[config.mk]
export PLATFORM = sky130hd
export DESIGN_NAME = pbcr_regs
export DESIGN_NICKNAME = d
export VERILOG_FILES = /design/src/rtl/pbcr_pkg.sv /design/src/rtl/pbcr_value_mem.sv /design/src/rtl/pbcr_regs.sv
export VERILOG_INCLUDE_DIRS = /design/src /design/src/rtl
export SDC_FILE = /design/constraint.sdc
export NUM_CORES = 1
export LEC_CHECK = 0
export BUFFER_PORTS_ARGS = -buffer_cell sky130_fd_sc_hd__buf_2
export CAP_MARGIN = 5
export CORE_ASPECT_RATIO = 2
export CORE_MARGIN = 2
export CORE_UTILIZATION = 39
export CTS_CLUSTER_DIAMETER = 120
export DETAILED_ROUTE_END_ITERATION = 10
export PLACE_DENSITY = 0.54
export SLEW_MARGIN = 30
export SYNTH_ARGS = -nofsm -noshare
export SYNTH_HDL_FRONTEND = slang
export SYNTH_SLANG_ARGS = --single-unit
[constraint.sdc]
create_clock -name aclk -period 4.15 [get_ports aclk]
set_clock_uncertainty 0.15 [all_clocks]
set_input_delay 0.2075 -clock aclk [delete_from_list [all_inputs] [get_ports aclk]]
set_output_delay 0.2075 -clock aclk [all_outputs]
set_load 0.02 [all_outputs]
[src/rtl/pbcr_map.svh]
// register offsets, field positions and reset values of the power budget bank
`ifndef PBCR_MAP_SVH
`define PBCR_MAP_SVH
`define PBCR_OFF_CAP_HEADER 12'h280
`define PBCR_OFF_DATA_SELECT 12'h284
`define PBCR_OFF_DATA_WINDOW 12'h288
`define PBCR_OFF_SYSTEM_ALLOC 12'h28C
`define PBCR_OFF_VALUE_ARRAY 12'h300
`define PBCR_OFF_INIT_CTRL 12'h340
`define PBCR_VALUE_COUNT 10
`define PBCR_SEL_MAX 8'h09
`define PBCR_CAPABILITY_IDENTIFIER_LSB 0
`define PBCR_CAPABILITY_IDENTIFIER_MSB 15
`define PBCR_CAPABILITY_VERSION_LSB 16
`define PBCR_CAPABILITY_VERSION_MSB 19
`define PBCR_NEXT_CAPABILITY_POINTER_LSB 20
`define PBCR_NEXT_CAPABILITY_POINTER_MSB 31
`define PBCR_CAPABILITY_IDENTIFIER_POWER_BUDGET 16'h0004
`define PBCR_CAPABILITY_VERSION_ONE 4'h1
`define PBCR_HEADER_RESET 32'h00000000
`define PBCR_SELECT_RESET 8'h00
`define PBCR_RESP_OKAY 2'h0
`define PBCR_RESP_SLVERR 2'h2
`endif

[src/rtl/pbcr_pkg.sv]
// types of the power budget capability register bank
`default_nettype none
package pbcr_pkg;
   typedef enum logic [1:0]
   {
      PBCR_WR_IDLE = 2'b00,
      PBCR_WR_RESP = 2'b01
   } pbcr_wr_state_t;
endpackage
`default_nettype wire

[src/rtl/pbcr_value_mem.sv]
// ten word budget value memory, registered read, sticky through hot reset
`timescale 1ns/10ps
`default_nettype none
module pbcr_value_mem
#(
   parameter int DEPTH = 10,
   parameter int AW = 4
)
(
   input wire logic clk, // core clock
   input wire logic we, // write strobe
   input wire logic [AW-1:0] waddr, // write index
   input wire logic [31:0] wdata, // write word
   input wire logic [3:0] wstrb, // byte lanes
   input wire logic [AW-1:0] raddr, // read index
   output logic [31:0] rdata // registered read word
);
   logic [31:0] mem [DEPTH];
   // no reset at all: contents start undefined and survive hot reset
   always_ff @(posedge clk)
   begin
      if (we && (int'(waddr) < DEPTH))
      begin
         for (int b = 0; b < 4; b++)
         begin
            if (wstrb[b])
            begin
               mem[waddr][b*8 +: 8] <= wdata[b*8 +: 8];
            end
         end
      end
      if (int'(raddr) < DEPTH)
      begin
         rdata <= mem[raddr];
      end
      else
      begin
         rdata <= 32'h00000000;
      end
   end
endmodule
`default_nettype wire

[src/rtl/pbcr_regs.sv]
// power budget capability register bank with axi4-lite slave
// Notes on behaviour
// - low header bits hold capability id, zero until loaded during eeprom init
// - header bits 19:16 hold version, zero until loaded during eeprom init
// - header, flag, values loadable during eeprom init
// - selector low byte picks value, resets zero
// - selector above nine reads data as zero
// - data window read-only, returns selected word
// - bit 0 flags budget already system allocated
// - ten value words from 0x300, undefined start
// - value writes accepted only while unlocked or during eeprom init
// - locked value writes discarded, contents kept
`timescale 1ns/10ps
`default_nettype none
`include "pbcr_map.svh"
module pbcr_regs
   import pbcr_pkg::*;
#(
   parameter int VALUE_COUNT = `PBCR_VALUE_COUNT
)
(
   input wire logic aclk, // core clock, 40 MHz
   input wire logic aresetn, // hot reset, sync, active low
   input wire logic fund_resetn, // fundamental reset, sync, active low
   input wire logic budget_value_unlock, // unlock level from switch control
   input wire logic eeprom_init, // eeprom initialiser owns write path
   input wire logic [11:0] awaddr, // write address
   input wire logic [2:0] awprot, // unused protection
   input wire logic awvalid, // write address valid
   output logic awready, // write address ready
   input wire logic [31:0] wdata, // write data
   input wire logic [3:0] wstrb, // write strobes
   input wire logic wvalid, // write data valid
   output logic wready, // write data ready
   output logic [1:0] bresp, // write response
   output logic bvalid, // write response valid
   input wire logic bready, // write response ready
   input wire logic [11:0] araddr, // read address
   input wire logic [2:0] arprot, // unused protection
   input wire logic arvalid, // read address valid
   output logic arready, // read address ready
   output logic [31:0] rdata, // read data
   output logic [1:0] rresp, // read response
   output logic rvalid, // read data valid
   input wire logic rready, // read data ready
   output logic system_allocated, // budget counted by system
   output logic [7:0] value_selector // current selector
);
   // ****************************************
   // state
   // ****************************************
   typedef struct packed
   {
      pbcr_wr_state_t wst;
      logic aw_held;
      logic w_held;
      logic [11:0] aw_addr;
      logic [31:0] w_data;
      logic [3:0] w_strb;
      logic [1:0] bresp;
      logic bvalid;
      logic rd_wait;
      logic [11:0] rd_addr;
      logic [1:0] rresp;
      logic rvalid;
      logic [31:0] rdata;
      logic [31:0] header;
      logic [7:0] selector;
      logic awready;
      logic wready;
      logic arready;
   } pbcr_state_t;

   // sticky part kept apart so hot reset leaves it alone
   typedef struct packed
   {
      logic sys_alloc;
   } pbcr_sticky_t;

   pbcr_state_t st;
   pbcr_state_t next_st;
   pbcr_sticky_t sk;
   pbcr_sticky_t next_sk;
   logic mem_we;
   logic [3:0] mem_waddr;
   logic [3:0] mem_raddr;
   logic [31:0] mem_rdata;

   function automatic logic is_value_addr(input logic [11:0] a);
      // only whole aligned words are mapped, like every other register
      return (a >= `PBCR_OFF_VALUE_ARRAY)
         && (a < `PBCR_OFF_VALUE_ARRAY + 12'(VALUE_COUNT * 4))
         && (a[1:0] == 2'b00);
   endfunction

   function automatic logic [3:0] value_index(input logic [11:0] a);
      logic [11:0] d;
      d = a - `PBCR_OFF_VALUE_ARRAY;
      return d[5:2];
   endfunction

   function automatic logic [31:0] merge(input logic [31:0] old, input logic [31:0] d,
                                         input logic [3:0] s);
      logic [31:0] r;
      r = old;
      for (int b = 0; b < 4; b++)
      begin
         if (s[b])
         begin
            r[b*8 +: 8] = d[b*8 +: 8];
         end
      end
      return r;
   endfunction

   // ****************************************
   // value memory
   // ****************************************
   pbcr_value_mem #(.DEPTH(VALUE_COUNT), .AW(4)) u_mem
   (
      .clk(aclk),
      .we(mem_we),
      .waddr(mem_waddr),
      .wdata(st.w_data),
      .wstrb(st.w_strb),
      .raddr(mem_raddr),
      .rdata(mem_rdata)
   );

   // ****************************************
   // next state
   // ****************************************
   always_comb
   begin
      logic do_write;
      logic [11:0] wa;
      do_write = 1'b0;
      wa = st.aw_addr;
      next_st = st;
      next_sk = sk;
      mem_we = 1'b0;
      mem_waddr = value_index(st.aw_addr);
      mem_raddr = 4'hF;

      // write channel: address and data taken in either order
      if (awvalid && st.awready)
      begin
         next_st.aw_held = 1'b1;
         next_st.aw_addr = awaddr;
         next_st.awready = 1'b0;
      end
      if (wvalid && st.wready)
      begin
         next_st.w_held = 1'b1;
         next_st.w_data = wdata;
         next_st.w_strb = wstrb;
         next_st.wready = 1'b0;
      end
      unique case (st.wst)
         PBCR_WR_IDLE:
         begin
            if (st.aw_held && st.w_held)
            begin
               do_write = 1'b1;
               next_st.wst = PBCR_WR_RESP;
               next_st.bvalid = 1'b1;
               next_st.bresp = `PBCR_RESP_OKAY;
            end
         end
         PBCR_WR_RESP:
         begin
            if (bready)
            begin
               next_st.bvalid = 1'b0;
               next_st.aw_held = 1'b0;
               next_st.w_held = 1'b0;
               next_st.awready = 1'b1;
               next_st.wready = 1'b1;
               next_st.wst = PBCR_WR_IDLE;
            end
         end
      endcase

      if (do_write)
      begin
         // header and flag writable only by the eeprom initialiser
         if (wa == `PBCR_OFF_CAP_HEADER)
         begin
            if (eeprom_init)
            begin
               next_st.header = merge(st.header, st.w_data, st.w_strb);
            end
         end
         else if (wa == `PBCR_OFF_DATA_SELECT)
         begin
            if (st.w_strb[0])
            begin
               next_st.selector = st.w_data[7:0];
            end
         end
         else if (wa == `PBCR_OFF_SYSTEM_ALLOC)
         begin
            if (eeprom_init && st.w_strb[0])
            begin
               next_sk.sys_alloc = st.w_data[0];
            end
         end
         else if (is_value_addr(wa))
         begin
            // locked writes are dropped but still answered okay
            mem_we = budget_value_unlock || eeprom_init;
         end
         else if (wa == `PBCR_OFF_DATA_WINDOW)
         begin
            next_st.bresp = `PBCR_RESP_OKAY;
         end
         else
         begin
            next_st.bresp = `PBCR_RESP_SLVERR;
         end
      end

      // read channel: one wait cycle for the registered memory read
      if (arvalid && st.arready)
      begin
         next_st.arready = 1'b0;
         next_st.rd_wait = 1'b1;
         next_st.rd_addr = araddr;
      end
      if (st.rd_wait)
      begin
         next_st.rd_wait = 1'b0;
         next_st.rvalid = 1'b1;
         next_st.rresp = `PBCR_RESP_OKAY;
         next_st.rdata = 32'h00000000;
         if (st.rd_addr == `PBCR_OFF_CAP_HEADER)
         begin
            next_st.rdata = st.header;
         end
         else if (st.rd_addr == `PBCR_OFF_DATA_SELECT)
         begin
            next_st.rdata = {24'h000000, st.selector};
         end
         else if (st.rd_addr == `PBCR_OFF_DATA_WINDOW)
         begin
            if (st.selector <= `PBCR_SEL_MAX)
            begin
               next_st.rdata = mem_rdata;
            end
            else
            begin
               next_st.rdata = 32'h00000000;
            end
         end
         else if (st.rd_addr == `PBCR_OFF_SYSTEM_ALLOC)
         begin
            next_st.rdata = {31'h00000000, sk.sys_alloc};
         end
         else if (is_value_addr(st.rd_addr))
         begin
            next_st.rdata = mem_rdata;
         end
         else
         begin
            next_st.rresp = `PBCR_RESP_SLVERR;
         end
      end
      if (st.rd_wait)
      begin
         if (st.rd_addr == `PBCR_OFF_DATA_WINDOW)
         begin
            mem_raddr = 4'hF;
         end
      end
      // memory address presented in the cycle the read is accepted
      if (arvalid && st.arready)
      begin
         if (araddr == `PBCR_OFF_DATA_WINDOW)
         begin
            mem_raddr = (st.selector <= `PBCR_SEL_MAX) ? st.selector[3:0] : 4'hF;
         end
         else if (is_value_addr(araddr))
         begin
            mem_raddr = value_index(araddr);
         end
      end
      if (st.rvalid && rready)
      begin
         next_st.rvalid = 1'b0;
         next_st.arready = 1'b1;
      end
   end

   // ****************************************
   // registers
   // ****************************************
   always_ff @(posedge aclk)
   begin
      if (!aresetn || !fund_resetn)
      begin
         st <= '0;
         st.header <= `PBCR_HEADER_RESET;
         st.selector <= `PBCR_SELECT_RESET;
         st.awready <= 1'b1;
         st.wready <= 1'b1;
         st.arready <= 1'b1;
         st.wst <= PBCR_WR_IDLE;
      end
      else
      begin
         st <= next_st;
      end
   end

   // flag cleared only by fundamental reset
   always_ff @(posedge aclk)
   begin
      if (!fund_resetn)
      begin
         sk <= '0;
      end
      else
      begin
         sk <= next_sk;
      end
   end

   assign awready = st.awready;
   assign wready = st.wready;
   assign bresp = st.bresp;
   assign bvalid = st.bvalid;
   assign arready = st.arready;
   assign rdata = st.rdata;
   assign rresp = st.rresp;
   assign rvalid = st.rvalid;
   assign system_allocated = sk.sys_alloc;
   assign value_selector = st.selector;
endmodule
`default_nettype wire

# --- Word-level counts from Yosys, hierarchy flattened ---
# Memory sizes are Yosys's and may differ from the RTL's. A register that Yosys moved wholly into a read port is not among the register bits.
# Cells that the tools add are included.
op_classes:
  n_eq_ne: 12
  bitwise: 2
  mux: 54
  n_addsub: 2
  reduce_logical: 31
  n_lt_le_gt_ge: 9
ops:
  columns: ["operator", "n"]
  rows:
  - ["$mux 32", 6]
  - ["$eq 12x10->1 const B", 9]
  - ["$ge 12x10->1 const B", 3]
  - ["$lt 12x10->1 const B", 3]
  - ["$mux 2", 16]
  - ["$mux 1", 24]
  - ["$mux 4", 5]
  - ["$reduce_and 4->1", 5]
  - ["$logic_and 1x1->1", 13]
  - ["$sub 6x1->6 const B", 2]
  - ["$le 8x4->1 const B", 1]
  - ["$logic_not 2->1", 4]
  - ["$lt 4x4->1 const B", 2]
  - ["$reduce_and 5->1", 1]
  - ["$ne 2x2->1 const B", 2]
  - ["$pmux 2 s2", 1]
  - ["$reduce_or 2->1", 2]
  - ["$logic_not 1->1", 3]
  - ["$mux 3", 1]
  - ["$eq 2x1->1 const B", 1]
  - ["$logic_or 1x1->1", 2]
  - ["$not 1->1", 2]
  - ["$pmux 1 s2", 1]
  - ["$reduce_and 2->1", 1]
totals:
  mem_bits_rw: 320
  register_bits: 147
  output_inout_bits: 50
  mem_count: 1
memory_table:
  columns: ["memory", "words", "word_bits", "read_ports", "rd_clocked_by_memory_dff", "wr", "line_no", "text"]
  rows:
  - ["u_mem.mem", 10, 32, 1, 1, 1, "pbcr_value_mem.sv:18", "logic [31:0] mem [DEPTH];"]

# --- Longest topological paths before layout ---
# Gate-level depths: netlist of run 1.
logic_depth:
  word_depth: 11
  mapped_depth: 9
  mapped_depth_nobuf: 6

# --- By module ---
# Synthesis of run 1 repeated with hierarchy kept, for this count alone.
hier_totals:
  cells_unflattened: 1499
  area_unflattened_um2: 19615.1
by_module_without_submodules:
  columns: ["mod", "seq_area_each_um2", "n_inst", "area_per_inst_um2", "cells_each"]
  rows:
  - ["pbcr_value_mem", 10249.8, 1, 13242.7, 713]
  - ["pbcr_regs", 2902.8, 1, 6372.4, 786]

# --- Worst setup path after synthesis of run 1 ---
# Ideal clock, no wire load.
synth_timing:
  kind: "flip-flop to flip-flop"
  start: "register st, in the netlist value_selector[7]"
  end: "register u_mem.rdata[10] (read register of u_mem.mem)"
  stages_incl_launch_ff: 9
  t_arrival_ps: 2539
  path_slack_ps: 1404
  path_cell_list: "dfxtp_1 > or4_4 > o311a_1 > or3_1 > or4_1 > buf_2 > buf_6 > o22ai_1 > a211o_2"
synth_via:
  elab_chain_len: 6
synth_lines:
  columns: ["element", "line_no", "text"]
  rows:
  - ["start, declared", "pbcr_regs.sv:80", "pbcr_state_t st;"]
  - ["start signal, assigned", "pbcr_regs.sv:311", "st <= next_st;"]
  - ["$le 8x4->1 (no source line) *", null, null]
  - ["$mux 4 *", "pbcr_regs.sv:280", "mem_raddr = (st.selector <= `PBCR_SEL_MAX) ? st.selector[3:0] : 4'hF;"]
  - ["$mux 4 *", "pbcr_regs.sv:278", "if (araddr == `PBCR_OFF_DATA_WINDOW)"]
  - ["$mux 4 *", "pbcr_regs.sv:276", "if (arvalid && st.arready)"]
  - ["$lt 4x4->1", "pbcr_value_mem.sv:32", "if (int'(raddr) < DEPTH)"]
  - ["$logic_not 1->1 (no source line)", null, null]
  - ["end, declared", "pbcr_value_mem.sv:16", "output logic [31:0] rdata"]
# Every way passes the cells marked *; elsewhere a longest branch is shown, timed or not.
# A chain may end at the register's enable or synchronous reset.

# --- Worst setup path after layout of run 1 ---
layout_timing:
  start: "register st, in the netlist value_selector[7]"
  end: "register u_mem.rdata[13] (read register of u_mem.mem)"
# The elaborated chain is that of the path after synthesis.

==> metrics.cfg, run 1 <==
[clocking]
root_buffer = clkbuf_16
clk_latency_ns = 0.56
cts_resized = 0
cts.sinks = 497
cts_tree = yes
h-tree-depth = 2
clkTransAtPathRegs_ns = 0.06
cts_buffers = 45
cts.path.max_buffers = 3
post_cts_buffers = 0

[die]
fp.dieW_microns = 161
rows = 115
die_y_microns = 318
pin_count = 126
start_util_pct = 39.3
coreArea_sq_mm = 0.0489
die_area_sq_mm = 0.0512

[logic_synthesis]
seq_area_frac_synth_pct = 68.4
yosys_register_bits = 497
synth_ff_type = edfxtp_1
synth_top_area_cell = edfxtp_1
syn-num-nets = 1589
async_reset_ff_share_pct = 0
synth_top_area_share_pct = 50.0
synth_cells = 1513
synth.area.top_cells = edfxtp_1 (50%), dfxtp_1 (18%), mux2i_1 (8.7%)
syn_avg_cell_area_sq_um = 12.7
netlist_area_sq_mm = 0.0192
ys_types = 49
yosysWarnings = 0
synth_edf_count = 320

[drt]
ant_nets = 0
vias = 12258
drc = 0
drt_iter0_markers = 813
first_pass_iters = 5
wire_per_inst_microns = 20.3
viasPerCell = 5.23
wirelength_microns = 47500

[timing]
hold_viol_final = 0
relSlewSlack_pct = 39.2
fin_setup_tns_ns = 0
finalCriticalPeriod_ns = 3.38
setup-violations-final = 0
fmax_mhz = 296
worstMarginPinSlew_ns = 0.908
drv_slew = 0
finalCritPeriodShare_pct = 81.5
rsz0062_at_grt = no

[global_route]
grt_pass1_vias = 12535
antenna_found_initial = 0
grt_max_degree = 71
grt_usage_pct = 18.4
grt_pass1_wl_microns = 72200
overflow = 0

[placed_design]
place_area_sq_mm = 0.0204
gp_congestion = 0.789
dp.cells = 2190
port_buffers = 118
dp_hpwl_microns = 29900

[power]
cellLeakagePower_uw = 0.00838
vdd_drop_max_mv = 0.336
powerDensity_mw_per_mm2 = 429

[worst_setup_path]
critPathTopFamily = simple AND/OR/NAND/NOR gates
max_stage_delay_ns = 0.90
cp_num_cells = 7
cp_num_buf_inv = 1
cp_data_arrival_time_ns = 3.68
crit_path_end_kind = register
cp_max_fo = 19
start_kind = register
critPathKind = reg2reg
ff2ff_path_depth = 7
cp.required_ns = 4.44
path_cells = or4_4 -> o311a_1 -> or4_1 -> buf_4 -> nand2_1 -> a21oi_1 -> a211o_2
slowest_stage = or4_1

[finish]
layout.nets = 1740
design_area_sq_mm = 0.0225
multiInputGateArea_sq_mm = 0.00540
syn2layout_area_growth_pct = 17.2
drive_gt1_share_pct = 15.8
diodes = 0
layout.cells.non_filler = 2343
regArea_sq_mm = 0.0132
fill_cells = 4456

[hold_path]
hold_path_class = in2reg
whs_path_depth = 4

[run_status]
status = completed

[run]
max-cap-violations = 0

==> worst register-to-register path: stages (launching register included) <==
cell and delay [ns]:
dfxtp_1 0.35, or4_4 0.58, o311a_1 0.39, or4_1 0.90, buf_4 0.42, nand2_1 0.10
a21oi_1 0.06, a211o_2 0.32
==> metrics by stage <==
stage | hold WS (ns) | utilization, % | total power, uW | setup slack (ns)
2_1_floorplan | 0.158 | - | 5510 | 1.40
3_3_place_gp | 0.271 | 41.6 | 5610 | 0.796
3_5_place_dp | 0.279 | 41.6 | 5620 | 0.792
4_1_cts | 0.156 | 46.1 | 9770 | 0.766
5_1_grt | 0.193 | 46.1 | 9980 | 0.651
6_report | 0.174 | 46.1 | 9670 | 0.767
==> worst paths after layout <==
path	start	slack, ns	end
min	eeprom_init	0.17	st[12]
min reg2reg	st[22]	0.31	st[22]
max	value_selector[7]	0.77	u_mem.rdata[13]
max reg2reg	value_selector[7]	0.77	u_mem.rdata[13]
==> report_power, final <==
part / total [uW] / leakage [uW] / switching (uW) / internal [uW]
combinational: 243 / 0.00379 / 136 / 107
sequential: 5310 / 0.00385 / 57.5 / 5260
clock: 4110 / 0.000733 / 1770 / 2350
==> layout make-up <==
cell class	instances	area share, %
multi-input combinational	879	24.0
tap	643	3.57
sequential	497	58.4
clock inverter	20	0.688
clock buffer	63	5.85
timing repair buffer	235	7.46
inverter	6	0.0999
==> synth_stat cells, types with 19 or more instances <==
library cell and count:
a211o_2 19, a211oi_1 28, a21oi_1 138, a22oi_1 24, buf_4 47, clkbuf_1 68
dfxtp_1 177, edfxtp_1 320, mux2i_1 167, nand2_1 238, nand3_1 38, nor2_1 80
o22ai_1 33
==> metal layers <==
| layer | vias up | track usage, % | part of all wire (%) |
|---|---|---|---|
| li1 | 5789 | - | - |
| met1 | 6012 | 22.4 | 41 |
| met2 | 362 | 32.9 | 51 |
| met3 | 95 | 2.47 | 4.5 |
| met4 | 0 | 6.71 | 3.3 |
| met5 | - | 0 | 0 |
==> cell usage in the layout, fill, tap and decap left out, types with 7 or more instances in the layout <==
cell type	instances
edfxtp_1	320
nand2_1	237
dfxtp_1	176
mux2i_1	167
a21oi_1	138
buf_2	118
nor2_1	79
dlygate4sd3_1	70
clkbuf_16	48
buf_4	44
nand3_1	38
o22ai_1	33
a211oi_1	28
a22oi_1	24
a211o_2	19
nand2b_1	18
a211o_1	13
clkinv_2	12
nor2b_1	8
o211ai_1	8
clkbuf_1	8
a22o_1	7
==> kinds of logic after synthesis <==
logic type / Yosys count / synth area share, %
simple gates: 421 / 9.52
other cells: 1 / 0.0195
mux: 167 / 8.69
flops: 497 / 68.4
buf+inv: 137 / 3.76
compound gates: 290 / 9.65
==> flip-flops by register name (all words and copies together), names as in the netlist <==
register          count
rdata                32
rvalid                1
bvalid                1
u_mem.mem           320
awready               1
u_mem.rdata          32
bresp                 2
arready               1
value_selector        8
st                   96
system_allocated      1
wready                1
rresp                 1
==> timing repair <==
item,in CTS,in global routing
hold buffers,70,0
endpoints found under the hold margin,69,0
setup endpoints to repair,0,0
No activity file was read; power rests on OpenSTA's default activity.
==> run 2: changes to the inputs <==
==> constraint.sdc (replaced) <==
create_clock -name aclk -period 3.5 [get_ports aclk]
set_clock_uncertainty 0.15 [all_clocks]
set_input_delay 0.175 -clock aclk [delete_from_list [all_inputs] [get_ports aclk]]
set_output_delay 0.175 -clock aclk [all_outputs]
set_load 0.02 [all_outputs]
==> run 2 against run 1 <==
Against the previous run: cell count is 1.1% higher; worst hold slack worse by 0.058 ns; clock power is 18% higher; critical path type unchanged; critical endpoint unchanged; highest routed layer unchanged.
==> metrics.cfg, run 2 (synthesis gave the netlist of run 1 again) <==
[timing]
relSlewSlack_pct = 46.5  ; was 39.2%
fmax_mhz = 325  ; was 296 MHz
finalCriticalPeriod_ns = 3.08  ; was 3.38 ns
setup-violations-final = 0  ; unchanged
finalCritPeriodShare_pct = 88.0  ; was 81.5%
rsz0062_at_grt = no  ; unchanged
worstMarginPinSlew_ns = 0.803  ; was 0.908 ns
fin_setup_tns_ns = 0  ; unchanged
drv_slew = 0  ; unchanged
hold_viol_final = 0  ; unchanged

[power]
switching_share_pct = 20.3  ; about the same
cellLeakagePower_uw = 0.00851  ; was 0.00838 uW
vdd_drop_max_mv = 0.374  ; was 0.336 mV
p_int_uw = 9120  ; was 7710 uW
seqPwrFrac_pct = 55.1  ; was 54.9%
p_clk_share_pct = 42.4  ; was 42.5%
switchingPower_uw = 2320  ; was 1960 uW
pwr-share-comb_pct = 2.6  ; was 2.5%
powerDensity_mw_per_mm2 = 503  ; was 429 mW/mm^2
power_uw = 11400  ; was 9670 uW

[clocking]
cts_tree = yes  ; unchanged
cts_hold_buf = 70  ; unchanged
h-tree-depth = 2  ; unchanged
root_buffer = clkbuf_16  ; unchanged
clkTransAtPathRegs_ns = 0.06  ; about the same
cts.path.max_buffers = 3  ; unchanged
post_cts_buffers = 0  ; unchanged
cts_buffers = 45  ; unchanged
clk_latency_ns = 0.57  ; was 0.56 ns
cts.sinks = 497  ; unchanged
cts_resized = 0  ; unchanged

[global_route]
grt_pass1_wl_microns = 71700  ; was 72200 microns
grt_usage_pct = 18.3  ; was 18.4%
grt_max_degree = 80  ; was 71
overflow = 0  ; unchanged
antenna_found_initial = 1  ; was 0
grt_pass1_vias = 12245  ; was 12535

[drt]
wirelength_microns = 47300  ; was 47500 microns
drt_iter0_markers = 773  ; was 813
ant_nets = 0  ; unchanged
viasPerCell = 5.19  ; was 5.23
vias = 12295  ; was 12258
first_pass_iters = 5  ; unchanged
drc = 0  ; unchanged
wire_per_inst_microns = 20.0  ; was 20.3 microns

[finish]
multiInputGateArea_sq_mm = 0.00540  ; unchanged
top_register = u_mem.mem  ; unchanged
drive_gt1_share_pct = 16.6  ; was 15.8%
layout.nets = 1763  ; was 1740
largest_reg_flops = 320  ; unchanged
syn2layout_area_growth_pct = 18.3  ; was 17.2%
regArea_sq_mm = 0.0132  ; about the same
fill_cells = 4416  ; was 4456
layout_commonest_cell = edfxtp_1  ; unchanged
largest_registers = u_mem.mem: 320 flops, st: 96 flops  ; unchanged
final_cell_mix = edfxtp_1 (320), nand2_1 (237), dfxtp_1 (176)  ; unchanged

[worst_setup_path]
cp_num_buf_inv = 1  ; unchanged
critPathKind = reg2reg  ; unchanged
cp.required_ns = 3.86  ; was 4.44 ns
crit_path_end_kind = register  ; unchanged
cp_data_arrival_time_ns = 3.44  ; was 3.68 ns
path_cells = or4_4 -> o311a_1 -> or3_1 -> or4_1 -> buf_4 -> o22ai_1 -> a211o_2  ; was or4_4 -> o311a_1 -> or4_1 -> buf_4 -> nand2_1 -> a21oi_1 -> a211o_2
slowest_stage = or4_4  ; was or4_1
cp_max_fo = 31  ; was 19
max_stage_delay_ns = 0.58  ; was 0.90 ns
critPathTopFamily = simple AND/OR/NAND/NOR gates  ; unchanged
start_kind = register  ; unchanged

[placed_design]
port_buffers = 118  ; unchanged
gp_congestion = 0.805  ; was 0.789
dp_hpwl_microns = 30200  ; was 29900 microns

[hold_path]
hold_path_class = in2reg  ; unchanged

[die]
die_y_microns = 318  ; unchanged
die_area_sq_mm = 0.0512  ; unchanged
start_util_pct = 39.3  ; unchanged
fp.dieW_microns = 161  ; unchanged
pin_count = 126  ; unchanged
coreArea_sq_mm = 0.0489  ; unchanged
rows = 115  ; unchanged

[run]
max-cap-violations = 0  ; unchanged

[run_status]
status = completed  ; unchanged

-- run 2: changes by cell type in the layout (fill, tap and decap cells not counted), moves of 2 or more --
cell,delta
clkinv_8,+2
buf_12,+4
bufinv_16,+2
clkbuf_8,-3
clkbuf_1,+6
clkbuf_16,-3
clkinv_2,-2
buf_4,+19
-- run 2: layout make-up --
class	instances	share of cell area [%]
Sequential cell	497	57.8
Multi-Input combinational cell	879	23.7
Timing Repair Buffer	258	8.37
Clock buffer	62	5.36
Tap cell	643	3.54
Clock inverter	22	1.06
Inverter	6	0.0990
Antenna cell	1	0.0110
-- run 2: power groups by stage --
stage | Combinational [uW] | Sequential [uW] | Clock (uW)
after detailed placement | 234 | 6430 | 0
after CTS | 294 | 6300 | 4950
after global routing | 323 | 6300 | 5200
after floorplan | 144 | 6390 | 0
after global placement | 229 | 6420 | 0
final | 292 | 6300 | 4850
-- run 2: metal layers --
layer	up-vias	GRT usage [%]	wire length, microns
met3	78	2.45	2340
li1	5844	-	-
met4	0	5.52	1160
met1	6028	23.4	19600
met2	345	32.1	24100
met5	-	0	0
-- run 2: worst paths after layout --
path | from | end | slack, ns | cells after the start
max | value_selector[7] | u_mem.rdata[13] | 0.42 | 7
min | eeprom_init | st[14] | 0.12 | 5
max reg2reg | value_selector[7] | u_mem.rdata[13] | 0.42 | 7
min reg2reg | st[35] | st[35] | 0.30 | 2
-- run 2: through the flow --
step,setup WS [ns],instance area (sq um),util (%),std cells,hold WS [ns]
finish,0.419,22700,46.5,2368,0.116
global placement,0.462,20600,42.1,2213,0.238
global route,0.310,22700,46.5,2368,0.111
detailed placement,0.434,20600,42.1,2213,0.249
floorplan,0.754,19200,-,1513,0.125
CTS,0.398,22700,46.5,2367,0.0867
-- run 2: tightest hold or removal path, cell delays in order --
cell     delay [ns]
buf_2          0.11
and4_1         0.18
buf_4          0.18
nand3_1        0.08
a21oi_1        0.06
